**src/rtl/sbsu_regs.vh**
```
`ifndef SBSU_REGS_VH
`define SBSU_REGS_VH
// ------------------------------------------------------------
// State codes
// ------------------------------------------------------------
`define SBSU_ST_IDLE 4'h0
`define SBSU_ST_ADDR 4'h1
`define SBSU_ST_SINGLE 4'h2
`define SBSU_ST_WFIRST 4'h3
`define SBSU_ST_WSECOND 4'h4
`define SBSU_ST_B1 4'h5
`define SBSU_ST_B8 4'hC
`define SBSU_ST_HOLD 4'hD
// ------------------------------------------------------------
// Access sizes
// ------------------------------------------------------------
`define SBSU_SZ_BYTE 2'h0
`define SBSU_SZ_HALF 2'h1
`define SBSU_SZ_WORD 2'h2
`define SBSU_SZ_BURST 2'h3
// ------------------------------------------------------------
// Reset values
// ------------------------------------------------------------
`define SBSU_RST_STATE 4'h0
`define SBSU_RST_STROBE 1'h1
`define SBSU_RST_CS 4'hF
`define SBSU_RST_BE 2'h3
`endif

```
**src/rtl/sbsu_lanes.v**
```verilog
`timescale 1ns/10ps
`include "sbsu_regs.vh"
// ------------------------------------------------------------
// Byte enables and address line 1 for one transfer
// ------------------------------------------------------------
module sbsu_lanes (
   input wire [1:0] i_size,
   input wire [1:0] i_addr_lo,
   input wire [2:0] i_beat,
   output reg o_a1,
   output reg o_bh_n,
   output reg [1:0] o_be_n
);
   always @* begin
      o_a1 = 1'h0;
      o_bh_n = 1'h1;
      o_be_n = 2'h3;
      case (i_size)
         `SBSU_SZ_BYTE: begin
            o_a1 = i_addr_lo[1];
            o_be_n = i_addr_lo[0] ? 2'h1 : 2'h2;
         end
         `SBSU_SZ_HALF: begin
            o_a1 = i_addr_lo[1];
            o_be_n = 2'h0;
         end
         default: begin
            o_a1 = i_beat[0];
            o_bh_n = 1'h0;
            o_be_n = 2'h0;
         end
      endcase
   end
endmodule // sbsu_lanes

```
**src/rtl/sbsu_rdmux.v**
```verilog
`timescale 1ns/10ps
`include "sbsu_regs.vh"
// ------------------------------------------------------------
// Read data placement into the operand word
// ------------------------------------------------------------
module sbsu_rdmux (
   input wire [1:0] i_size,
   input wire i_addr0,
   input wire i_upper,
   input wire [15:0] i_bus,
   input wire [31:0] i_cur,
   output reg [31:0] o_word
);
   always @* begin
      o_word = i_cur;
      case (i_size)
         `SBSU_SZ_BYTE: o_word = {24'h000000, i_addr0 ? i_bus[15:8] : i_bus[7:0]};
         `SBSU_SZ_HALF: o_word = {16'h0000, i_bus};
         default: begin
            if (i_upper) begin
               o_word = {i_bus, i_cur[15:0]};
            end else begin
               o_word = {i_cur[31:16], i_bus};
            end
         end
      endcase
   end
endmodule // sbsu_rdmux

```
**src/rtl/sbsu_top.v**
```verilog
// Function
// - Width select at reset picks 16-bit path; upper data lines float.
// - Width is latched only in reset and kept afterwards.
// - Lane 3 pin carries address line 1, lane 2 pin the high byte enable.
// - Halfword writes put upper or lower half on lines 0-15.
// - Word access is two transfers, low half first, high half second.
// - Byte/halfword: A1 is address bit 1, high enable off; byte lanes by bit 0, halfword both lanes.
// - Word/burst: all enables on, A1 alternates from 0 per transfer.
// - Byte reads pick bus byte by address bit 0; halfwords fill 15-0.
// - Byte writes drive bits 7-0 on low or high bus byte.
// - Single transfers serve I/O, stores, uncached loads and fetches.
// - Bursts are four words, memory only, 16-byte aligned.
// - Fourteen bus states, all changing on the clock.
// - Idle keeps strobe and selects inactive, samples hold request.
// - Address state asserts strobe; write data only for non-burst writes.
// - After address go single, word-first or burst 1 by size.
// - Single state waits for ready, then captures read data and goes idle, or to address for a pending unlocked write after a write.
// - Word-first waits for ready, then captures the low halfword.
// - Word-second samples hold; a wait discards that sample.
// - Burst states wait, move one word half each, then go idle, or to address for a pending unlocked write after a write.
// - Hold state lasts while hold request stays active.
// - Hold with ready at cycle end goes idle and acknowledges.
`timescale 1ns/10ps
`include "sbsu_regs.vh"
module sbsu_top (
   input wire I_CLK,
   input wire I_RST_B,
   input wire I_WIDTH16,
   input wire I_REQ,
   input wire I_REQ_WRITE,
   input wire [1:0] I_REQ_SIZE,
   input wire I_REQ_IO,
   input wire I_REQ_LOCK,
   input wire [31:0] I_REQ_ADDR,
   input wire [127:0] I_REQ_WDATA,
   input wire [3:0] I_REQ_CS_N,
   input wire I_READY_N,
   input wire I_HOLD_REQ_N,
   input wire [31:0] I_DATA,
   output reg O_REQ_ACK,
   output reg O_RD_VALID,
   output reg [31:0] O_RD_DATA,
   output reg O_REJECT,
   output reg O_WIDTH16,
   output reg [31:0] O_ADDR,
   output reg O_BE0_N,
   output reg O_BE1_N,
   output reg O_BE2_HBE_N,
   output reg O_HALFWORD_ADDRESS_LINE,
   output reg O_CYC_START_N,
   output reg [3:0] O_CS_N,
   output reg O_IO_SPACE,
   output reg O_WRITE,
   output reg [31:0] O_DATA,
   output reg [31:0] O_DATA_OE,
   output reg O_HOLD_ACK_N
);
   // ---------------------------------------------------------
   // State and access registers
   // ---------------------------------------------------------
   reg [3:0] state_ff, nxt_state;
   reg width_ff;
   reg [1:0] size_ff;
   reg write_ff, lock_ff;
   reg [31:0] addr_ff;
   reg [127:0] wbuf_ff;
   reg [2:0] beat_ff, nxt_beat;
   reg [31:0] word_ff;
   reg hold_seen_ff;
   wire ready = ~I_READY_N;
   wire hold = ~I_HOLD_REQ_N;
   wire req_ok;
   wire lane_a1, lane_bh_n;
   wire [1:0] lane_be_n;
   wire [31:0] rd_word;
   wire in_xfer;
   wire last_beat;
   reg [15:0] wr_half;
   // Address state drives lanes and data before the request fields are registered
   wire take_req = (nxt_state == `SBSU_ST_ADDR);
   wire [1:0] sel_size = take_req ? I_REQ_SIZE : size_ff;
   wire [1:0] sel_addr = take_req ? I_REQ_ADDR[1:0] : addr_ff[1:0];
   wire [127:0] sel_wbuf = take_req ? I_REQ_WDATA : wbuf_ff;
   wire sel_write = take_req ? I_REQ_WRITE : write_ff;

   assign req_ok = (I_REQ_SIZE != `SBSU_SZ_BURST) ||
                   (~I_REQ_IO && (I_REQ_ADDR[3:0] == 4'h0));
   assign in_xfer = (state_ff == `SBSU_ST_SINGLE) || (state_ff == `SBSU_ST_WFIRST) ||
                    (state_ff == `SBSU_ST_WSECOND) ||
                    ((state_ff >= `SBSU_ST_B1) && (state_ff <= `SBSU_ST_B8));
   assign last_beat = (state_ff == `SBSU_ST_SINGLE) || (state_ff == `SBSU_ST_WSECOND) ||
                      (state_ff == `SBSU_ST_B8);

   sbsu_lanes u_lanes (
      .i_size(sel_size),
      .i_addr_lo(sel_addr),
      .i_beat(nxt_beat),
      .o_a1(lane_a1),
      .o_bh_n(lane_bh_n),
      .o_be_n(lane_be_n)
   );

   sbsu_rdmux u_rdmux (
      .i_size(size_ff),
      .i_addr0(addr_ff[0]),
      .i_upper(beat_ff[0]),
      .i_bus(I_DATA[15:0]),
      .i_cur(word_ff),
      .o_word(rd_word)
   );

   // ---------------------------------------------------------
   // Next state
   // ---------------------------------------------------------
   // Fourteen clocked states
   always @* begin
      nxt_state = state_ff;
      nxt_beat = beat_ff;
      case (state_ff)
         `SBSU_ST_IDLE: begin
            if (hold && ~lock_ff) begin
               nxt_state = `SBSU_ST_HOLD;
            end else if (I_REQ && req_ok) begin
               nxt_state = `SBSU_ST_ADDR;
               nxt_beat = 3'h0;
            end
         end
         `SBSU_ST_ADDR: begin
            if (size_ff == `SBSU_SZ_WORD) begin
               nxt_state = `SBSU_ST_WFIRST;
            end else if (size_ff == `SBSU_SZ_BURST) begin
               nxt_state = `SBSU_ST_B1;
            end else begin
               nxt_state = `SBSU_ST_SINGLE;
            end
         end
         `SBSU_ST_WFIRST: begin
            if (ready) begin
               nxt_state = `SBSU_ST_WSECOND;
               nxt_beat = 3'h1;
            end
         end
         `SBSU_ST_HOLD: begin
            if (~hold) begin
               nxt_state = `SBSU_ST_IDLE;
            end
         end
         default: begin
            if (state_ff > `SBSU_ST_B8) begin
               nxt_state = `SBSU_ST_IDLE;
            end else if (ready && ~last_beat) begin
               nxt_state = state_ff + 4'h1;
               nxt_beat = beat_ff + 3'h1;
            end else if (ready) begin
               if (I_REQ && req_ok && I_REQ_WRITE && ~I_REQ_LOCK && ~hold &&
                   write_ff && ~lock_ff) begin
                  nxt_state = `SBSU_ST_ADDR;
               end else begin
                  nxt_state = `SBSU_ST_IDLE;
               end
               nxt_beat = 3'h0;
            end
         end
      endcase
   end

   always @* begin
      wr_half = sel_wbuf[15:0];
      case (sel_size)
         `SBSU_SZ_BYTE: wr_half = sel_addr[0] ? {sel_wbuf[7:0], 8'h00} :
                                                {8'h00, sel_wbuf[7:0]};
         `SBSU_SZ_HALF: wr_half = sel_addr[1] ? sel_wbuf[31:16] : sel_wbuf[15:0];
         default: wr_half = sel_wbuf[{nxt_beat, 4'h0} +: 16];
      endcase
   end

   // ---------------------------------------------------------
   // Registers
   // ---------------------------------------------------------
   always @(posedge I_CLK) begin
      if (~I_RST_B) begin
         state_ff <= `SBSU_RST_STATE;
         width_ff <= I_WIDTH16;
         size_ff <= `SBSU_SZ_BYTE;
         write_ff <= 1'h0;
         lock_ff <= 1'h0;
         addr_ff <= 32'h00000000;
         wbuf_ff <= 128'h0;
         beat_ff <= 3'h0;
         word_ff <= 32'h00000000;
         hold_seen_ff <= 1'h0;
         O_REQ_ACK <= 1'h0;
         O_RD_VALID <= 1'h0;
         O_RD_DATA <= 32'h00000000;
         O_REJECT <= 1'h0;
         O_WIDTH16 <= I_WIDTH16;
         O_ADDR <= 32'h00000000;
         O_BE0_N <= 1'h1;
         O_BE1_N <= 1'h1;
         O_BE2_HBE_N <= 1'h1;
         O_HALFWORD_ADDRESS_LINE <= 1'h1;
         O_CYC_START_N <= `SBSU_RST_STROBE;
         O_CS_N <= `SBSU_RST_CS;
         O_IO_SPACE <= 1'h0;
         O_WRITE <= 1'h0;
         O_DATA <= 32'h00000000;
         O_DATA_OE <= 32'h00000000;
         O_HOLD_ACK_N <= 1'h1;
      end else begin
         state_ff <= nxt_state;
         beat_ff <= nxt_beat;
         O_WIDTH16 <= width_ff;
         O_REQ_ACK <= 1'h0;
         O_RD_VALID <= 1'h0;
         O_REJECT <= 1'h0;
         if (nxt_state == `SBSU_ST_ADDR && state_ff != `SBSU_ST_ADDR) begin
            size_ff <= I_REQ_SIZE;
            write_ff <= I_REQ_WRITE;
            lock_ff <= I_REQ_LOCK;
            addr_ff <= I_REQ_ADDR;
            wbuf_ff <= I_REQ_WDATA;
            word_ff <= 32'h00000000;
            O_REQ_ACK <= 1'h1;
         end else if (state_ff == `SBSU_ST_IDLE && I_REQ && ~req_ok && ~hold) begin
            O_REJECT <= 1'h1;
         end
         if (in_xfer && ready && ~write_ff) begin
            word_ff <= rd_word;
            if (last_beat || (beat_ff[0] && size_ff == `SBSU_SZ_BURST)) begin
               O_RD_VALID <= 1'h1;
               O_RD_DATA <= rd_word;
            end
         end
         if (last_beat) begin
            hold_seen_ff <= hold && ready;
         end else begin
            hold_seen_ff <= 1'h0;
         end
         if (state_ff == `SBSU_ST_IDLE && ~hold && ~lock_ff) begin
            lock_ff <= 1'h0;
         end
         O_HOLD_ACK_N <= ~((hold_seen_ff && state_ff == `SBSU_ST_IDLE) ||
                           (nxt_state == `SBSU_ST_HOLD));
         O_CYC_START_N <= ~(nxt_state == `SBSU_ST_ADDR);
         // Idle and hold keep selects, byte enables and A1 inactive; idle after a write leaves data driven
         if (nxt_state == `SBSU_ST_IDLE || nxt_state == `SBSU_ST_HOLD) begin
            O_CS_N <= `SBSU_RST_CS;
            O_BE0_N <= 1'h1;
            O_BE1_N <= 1'h1;
            O_BE2_HBE_N <= 1'h1;
            O_HALFWORD_ADDRESS_LINE <= 1'h1;
         end else if (nxt_state == `SBSU_ST_ADDR) begin
            O_CS_N <= I_REQ_CS_N;
            O_ADDR <= I_REQ_ADDR;
            O_IO_SPACE <= I_REQ_IO;
            O_WRITE <= I_REQ_WRITE;
            O_BE0_N <= lane_be_n[0];
            O_BE1_N <= lane_be_n[1];
            O_BE2_HBE_N <= lane_bh_n;
            O_HALFWORD_ADDRESS_LINE <= lane_a1;
         end else begin
            O_BE0_N <= lane_be_n[0];
            O_BE1_N <= lane_be_n[1];
            O_BE2_HBE_N <= lane_bh_n;
            O_HALFWORD_ADDRESS_LINE <= lane_a1;
            // Aligned bursts make bits 3:2 the word index of the beat
            O_ADDR <= {addr_ff[31:4],
                       (size_ff == `SBSU_SZ_BURST) ? nxt_beat[2:1] : addr_ff[3:2],
                       lane_a1, addr_ff[0]};
         end
         O_DATA[31:16] <= 16'h0000;
         O_DATA_OE[31:16] <= 16'h0000;
         if (nxt_state == `SBSU_ST_HOLD) begin
            O_DATA_OE[15:0] <= 16'h0000;
         end else if (nxt_state != `SBSU_ST_IDLE && nxt_state != `SBSU_ST_ADDR &&
                      write_ff) begin
            O_DATA[15:0] <= wr_half;
            O_DATA_OE[15:0] <= 16'hFFFF;
         end else if (nxt_state == `SBSU_ST_ADDR) begin
            if (sel_write && sel_size != `SBSU_SZ_BURST) begin
               O_DATA[15:0] <= wr_half;
               O_DATA_OE[15:0] <= 16'hFFFF;
            end else begin
               O_DATA_OE[15:0] <= 16'h0000;
            end
         end else if (~write_ff) begin
            O_DATA_OE[15:0] <= 16'h0000;
         end
      end
   end
endmodule // sbsu_top

```
**config.mk**
```make
export PLATFORM = sky130hd
export DESIGN_NAME = sbsu_top
export DESIGN_NICKNAME = d
export VERILOG_FILES = /design/src/rtl/sbsu_lanes.v /design/src/rtl/sbsu_rdmux.v /design/src/rtl/sbsu_top.v
export VERILOG_INCLUDE_DIRS = /design/src /design/src/rtl
export SDC_FILE = /design/constraint.sdc
export NUM_CORES = 1
export LEC_CHECK = 0
export ABC_AREA = 1
export BUFFER_PORTS_ARGS = -buffer_cell sky130_fd_sc_hd__clkbuf_2
export CAP_MARGIN = 20
export CORE_MARGIN = 2
export CORE_UTILIZATION = 45
export DETAILED_ROUTE_END_ITERATION = 16
export GPL_TIMING_DRIVEN = 0
export HOLD_SLACK_MARGIN = 0.1
export PLACE_DENSITY = 0.76
export SLEW_MARGIN = 40
export SYNTH_ARGS = -nofsm -noshare
export SYNTH_HDL_FRONTEND = slang
export SYNTH_SLANG_ARGS = --single-unit
```
**constraint.sdc**
```tcl
create_clock -name I_CLK -period 2.8 [get_ports I_CLK]
set_clock_uncertainty 0.15 [all_clocks]
set_input_delay 0.14 -clock I_CLK [delete_from_list [all_inputs] [get_ports I_CLK]]
set_output_delay 0.14 -clock I_CLK [all_outputs]
set_load 0.05 [all_outputs]
```
==> results <==
- Data on the critical path is required at its endpoint by 3.04 ns.
- In this run the worst path has a maximum fanout of 10.
- The average cell area after synthesis is 6.715 um^2.
- In this run the vertical extent of the chip is roughly 190 um.
- Of all cell types, the one taking the most synthesized area is sky130_fd_sc_hd__dfxtp_1.
- The cell type group with the largest total delay on the critical path is simple AND/OR/NAND/NOR gates.
- The root buffer cell is sky130_fd_sc_hd__clkbuf_16.
- The total length of routed wires is 72600 um.
- The overall track demand over capacity in global routing is 35.36%.
- The number of enable-type register cells in the synthesized netlist is 1.
- With fillers left out, the area of the finished cells amounts to 24300 um^2.
- For this run, the slowest stage of the critical path takes 0.37 ns.
- The checks that failed: negative setup slack.
- For the worst flop-to-flop path, the logic depth is 19.
- The sequential-to-total area share from yosys stat is between 30% and 40%.
- The measured slew at the worst slew-check pin is 0.8925 ns.
- Clock tree synthesis found a total of 301 sinks.
- The capturing point of the worst reg2reg path is O_DATA[8].
- Detailed routing placed a total of about 8800 um of wire on met3.
- The portion of the clock cycle consumed by the worst path in the final layout is 112.2%.
- The highest clock rate is 318.3 MHz.
- TritonCTS created 36 clock buffers.
- Among all flip-flop cells after synthesis, the most frequent one is sky130_fd_sc_hd__dfxtp_1.
- Setup violations remaining at the end of the flow were counted as about 150.
- The relative slew slack is 40.50%.
- The register clock-pin slew on the reported worst setup and hold paths is 0.06 ns.
- The cell seen most often among critical-path stages is sky130_fd_sc_hd__nand3_1.
- The port buffer count is 301.
- The standard cell area after detailed placement is 17600 um^2.
- The count of H-tree levels built during CTS is 2.
- At the end of the flow, the number of nets in the layout was 3152.
- The classification of the worst setup path is flop to flop.
- The sum of buffers and inverters on the critical path is 4.
- The area added between synthesis and finish is 57.77%.
- The area fraction in compound gates after synthesis is 12.26%.
- Setup repair after global routing could not meet its margin everywhere.
- The violation count after the first detailed-routing iteration is around 2800.
- The largest net degree at the start of global routing is 18.
- The slack of the worst reg-to-reg path is -0.34 ns.
- TritonCTS built the clock tree.
- The final HPWL from detailed placement is 44590 um.
- The cell count after synthesis is 2294.
- The number of storage elements in the synthesis netlist is 301.
- The number of max-slew violations in the final report is 0.
- The launch instance of the worst min-delay path is I_REQ_ADDR[0].
- In the layout the commonest cells are sky130_fd_sc_hd__nand2_1, sky130_fd_sc_hd__clkbuf_2, sky130_fd_sc_hd__dfxtp_1.
- The proportion of register bits with asynchronous set or reset after synthesis is 0%.
- The die area is 35730 um^2.
- The cell area after synthesis is 15400 um^2.
- The first detailed-routing pass ran for 6 iterations.
- The critical path data arrival time is between 3 and 4 ns.
- At the end of routability-driven placement, the weighted congestion stood at 0.9956.
- The number of antenna violations at the first check in global routing is 2.
- The final-report hold violation count is 0.
- The highest routed metal layer is met4.
- The area share of the largest cell type after synthesis is 38.99%.
- By area, the combinational part of the netlist is dominated by simple AND/OR/NAND/NOR gates.
- The sum of overflow across all layers after global routing is 0.
- The mean routed wirelength per cell is 21.25 um.
- The initial standard-cell utilization of the core is 45.83%.
- The worst hold path passes through 6 cells.
- The most common library cell in the layout ignoring fill and taps is sky130_fd_sc_hd__nand2_1.
- Across all hold checks on the routed design, the worst slack comes to 0.1454 ns.
- The first global-routing pass estimated 99120 um of wire.
- Counting distinct cell types in the post-synthesis netlist gives 41.
- The tightest min-delay check is of the input pin to flop type.
- Dividing the detail-routed via count by the number of cells gives 5.910.
- The synthesized-area fraction occupied by xor and xnor cells is 0.05686%.
- The die is 189.0 um wide.
- The final route contains 20190 vias.
- The detailed router put a total of 26990 um of wire on met1.
- The worst hold path terminates at addr_ff[0].
- Subtracting the final worst setup slack from the clock period gives approximately 3.1 ns.
- In this run the critical register-to-register path is launched from state_ff[0].
- The nature of the critical path startpoint is a flop.
- The via count of the first global-routing pass is 18040.
- 351 I/O pins were placed.
- The number of warning messages in the yosys log is 0.
- In the final layout, the share of cells above drive strength 1 is 32.63%.
- The signal on the critical path passes through buf_12 > ha_4 > nand3_4 > nand2_4 > nor2_4 > nand2_4 > nor2_4 > nand2_2 > nand3_4 > buf_6 > buf_6 > clkbuf_4 > nand4_1 > nand3_1 > nand3_1 > nand3_1 > nand3_2 > nand2_2 > a21oi_2.
- The count of nets left with antenna violations once routing finished came out at 0.
- The slowest stage of the critical path is the sky130_fd_sc_hd__dfxtp_4 cell.
- The final critical-path setup slack is -0.3419 ns.
- The wire length on met2 is 32040 um.
- The later pin in the worst-skew pair is clocked with a latency of 0.53 ns.
- In the routed design, unresolved DRC markers number 0.
- The buffer levels on the longest clock path is 3.
- The flow ran to the end, but the final reports show violations.
- After floorplanning, the core was sized to cover 33620 um^2.
- The adder-cell area share of the yosys netlist is 0.4061%.
- The number of placement rows is 67.
- Yosys attributes the largest share of cell area to sky130_fd_sc_hd__dfxtp_1, sky130_fd_sc_hd__nand2_1, sky130_fd_sc_hd__nand3_1, sky130_fd_sc_hd__inv_1, sky130_fd_sc_hd__nand4_1.
- Multiplexer cells account for 0% of the synthesized area.
- STA classifies the critical path endpoint as a flop.
- The number of maximum-capacitance constraint violations is 0.
- After Yosys synthesis, and, or, nand and nor cells account for around 33% of the synthesized area.
-- state kept, by name (all words and copies together), names as in the netlist, 2 cells and up --
signal,count
O_ADDR,32
O_CS_N,4
wbuf_ff,128
addr_ff,32
O_RD_DATA,32
size_ff,2
word_ff,32
beat_ff,3
O_DATA,16
state_ff,4
-- worst reg2reg max path, stage by stage (launching register included) --
cell and delay, ns:
sky130_fd_sc_hd__dfxtp_4 0.37, sky130_fd_sc_hd__buf_12 0.13, sky130_fd_sc_hd__ha_4 0.18, sky130_fd_sc_hd__nand3_4 0.14, sky130_fd_sc_hd__nand2_4 0.07, sky130_fd_sc_hd__nor2_4 0.14, sky130_fd_sc_hd__nand2_4 0.09, sky130_fd_sc_hd__nor2_4 0.09
sky130_fd_sc_hd__nand2_2 0.07, sky130_fd_sc_hd__nand3_4 0.09, sky130_fd_sc_hd__buf_6 0.15, sky130_fd_sc_hd__buf_6 0.20, sky130_fd_sc_hd__clkbuf_4 0.25, sky130_fd_sc_hd__nand4_1 0.13, sky130_fd_sc_hd__nand3_1 0.22, sky130_fd_sc_hd__nand3_1 0.13
sky130_fd_sc_hd__nand3_1 0.13, sky130_fd_sc_hd__nand3_2 0.11, sky130_fd_sc_hd__nand2_2 0.10, sky130_fd_sc_hd__a21oi_2 0.05
-- synth_stat cells (11+ instances only) --
library cell	instances
sky130_fd_sc_hd__a21oi_1	92
sky130_fd_sc_hd__a21oi_2	11
sky130_fd_sc_hd__a31oi_1	32
sky130_fd_sc_hd__buf_1	20
sky130_fd_sc_hd__buf_2	64
sky130_fd_sc_hd__buf_4	57
sky130_fd_sc_hd__clkbuf_1	66
sky130_fd_sc_hd__clkinv_1	13
sky130_fd_sc_hd__dfxtp_1	300
sky130_fd_sc_hd__inv_1	299
sky130_fd_sc_hd__nand2_1	531
sky130_fd_sc_hd__nand3_1	316
sky130_fd_sc_hd__nand4_1	129
sky130_fd_sc_hd__nor2_1	123
sky130_fd_sc_hd__o21ai_0	81
sky130_fd_sc_hd__o22ai_1	93
-- layer usage --
layer / vias up / GRT usage [%]
met5: - / 0
met4: 0 / 16.29
met2: 1632 / 57.37
met1: 9308 / 45.63
li1: 8793 / -
met3: 454 / 6.525
-- worst max-delay path by stage --
stage / endpoint / from / depth (start not counted) / slack [ns]
floorplan: O_DATA[10] / state_ff[0] / 18 / 0.005
global placement: O_DATA[10] / state_ff[0] / 14 / -1.02
detailed placement: O_DATA[8] / state_ff[0] / 17 / -0.90
CTS: O_DATA[8] / state_ff[0] / 22 / -0.21
global route: O_DATA[8] / state_ff[0] / 19 / -0.44
finish: O_DATA[8] / state_ff[0] / 19 / -0.34
-- area by class of cell --
cell class	count	area, um^2
multi-input cells	1495	8823
plain buffers	210	1866
well taps	448	560.5
clock inverters	15	224.0
diodes	1	2.502
repair buffers	578	4507
fillers	2430	9311
flip-flops and latches	301	6047
clock buffers	50	1065
inverters	318	1210
-- per-stage QoR --
step | setup WS, ns | utilization [%] | std cells | setup TNS, ns
finish | -0.3419 | 72.30 | 3416 | -18.35
global route | -0.4436 | 72.30 | 3416 | -35.29
CTS | -0.2088 | 65.74 | 3371 | -13.38
detailed placement | -0.8982 | 52.37 | 3074 | -127.74
global placement | -1.021 | 52.35 | 3074 | -131.36
floorplan | 0.004817 | - | 2325 | 0
-- what timing repair did --
item | 4_1_cts | 5_1_grt
hold buffers | 198 | 0
endpoints found under the setup margin | 286 | 239
hold endpoints to repair | 261 | 0
pin swaps | 52 | 43
cloned | 6 | 17
setup buffers | 28 | 29
gates resized for setup | 282 | 435
-- logic make-up after synthesis --
kind of cell | after synthesis
DFF | 301
other | 1
xor gates and xnor gates | 1
and+or+nand+nor | 1130
buffers and inverters | 529
adders and majority gates | 5
AOI/OAI and AO/OA | 327
Power is not shown: default switching activity piles up to over one toggle a cycle in this logic, so the estimate is an artifact.
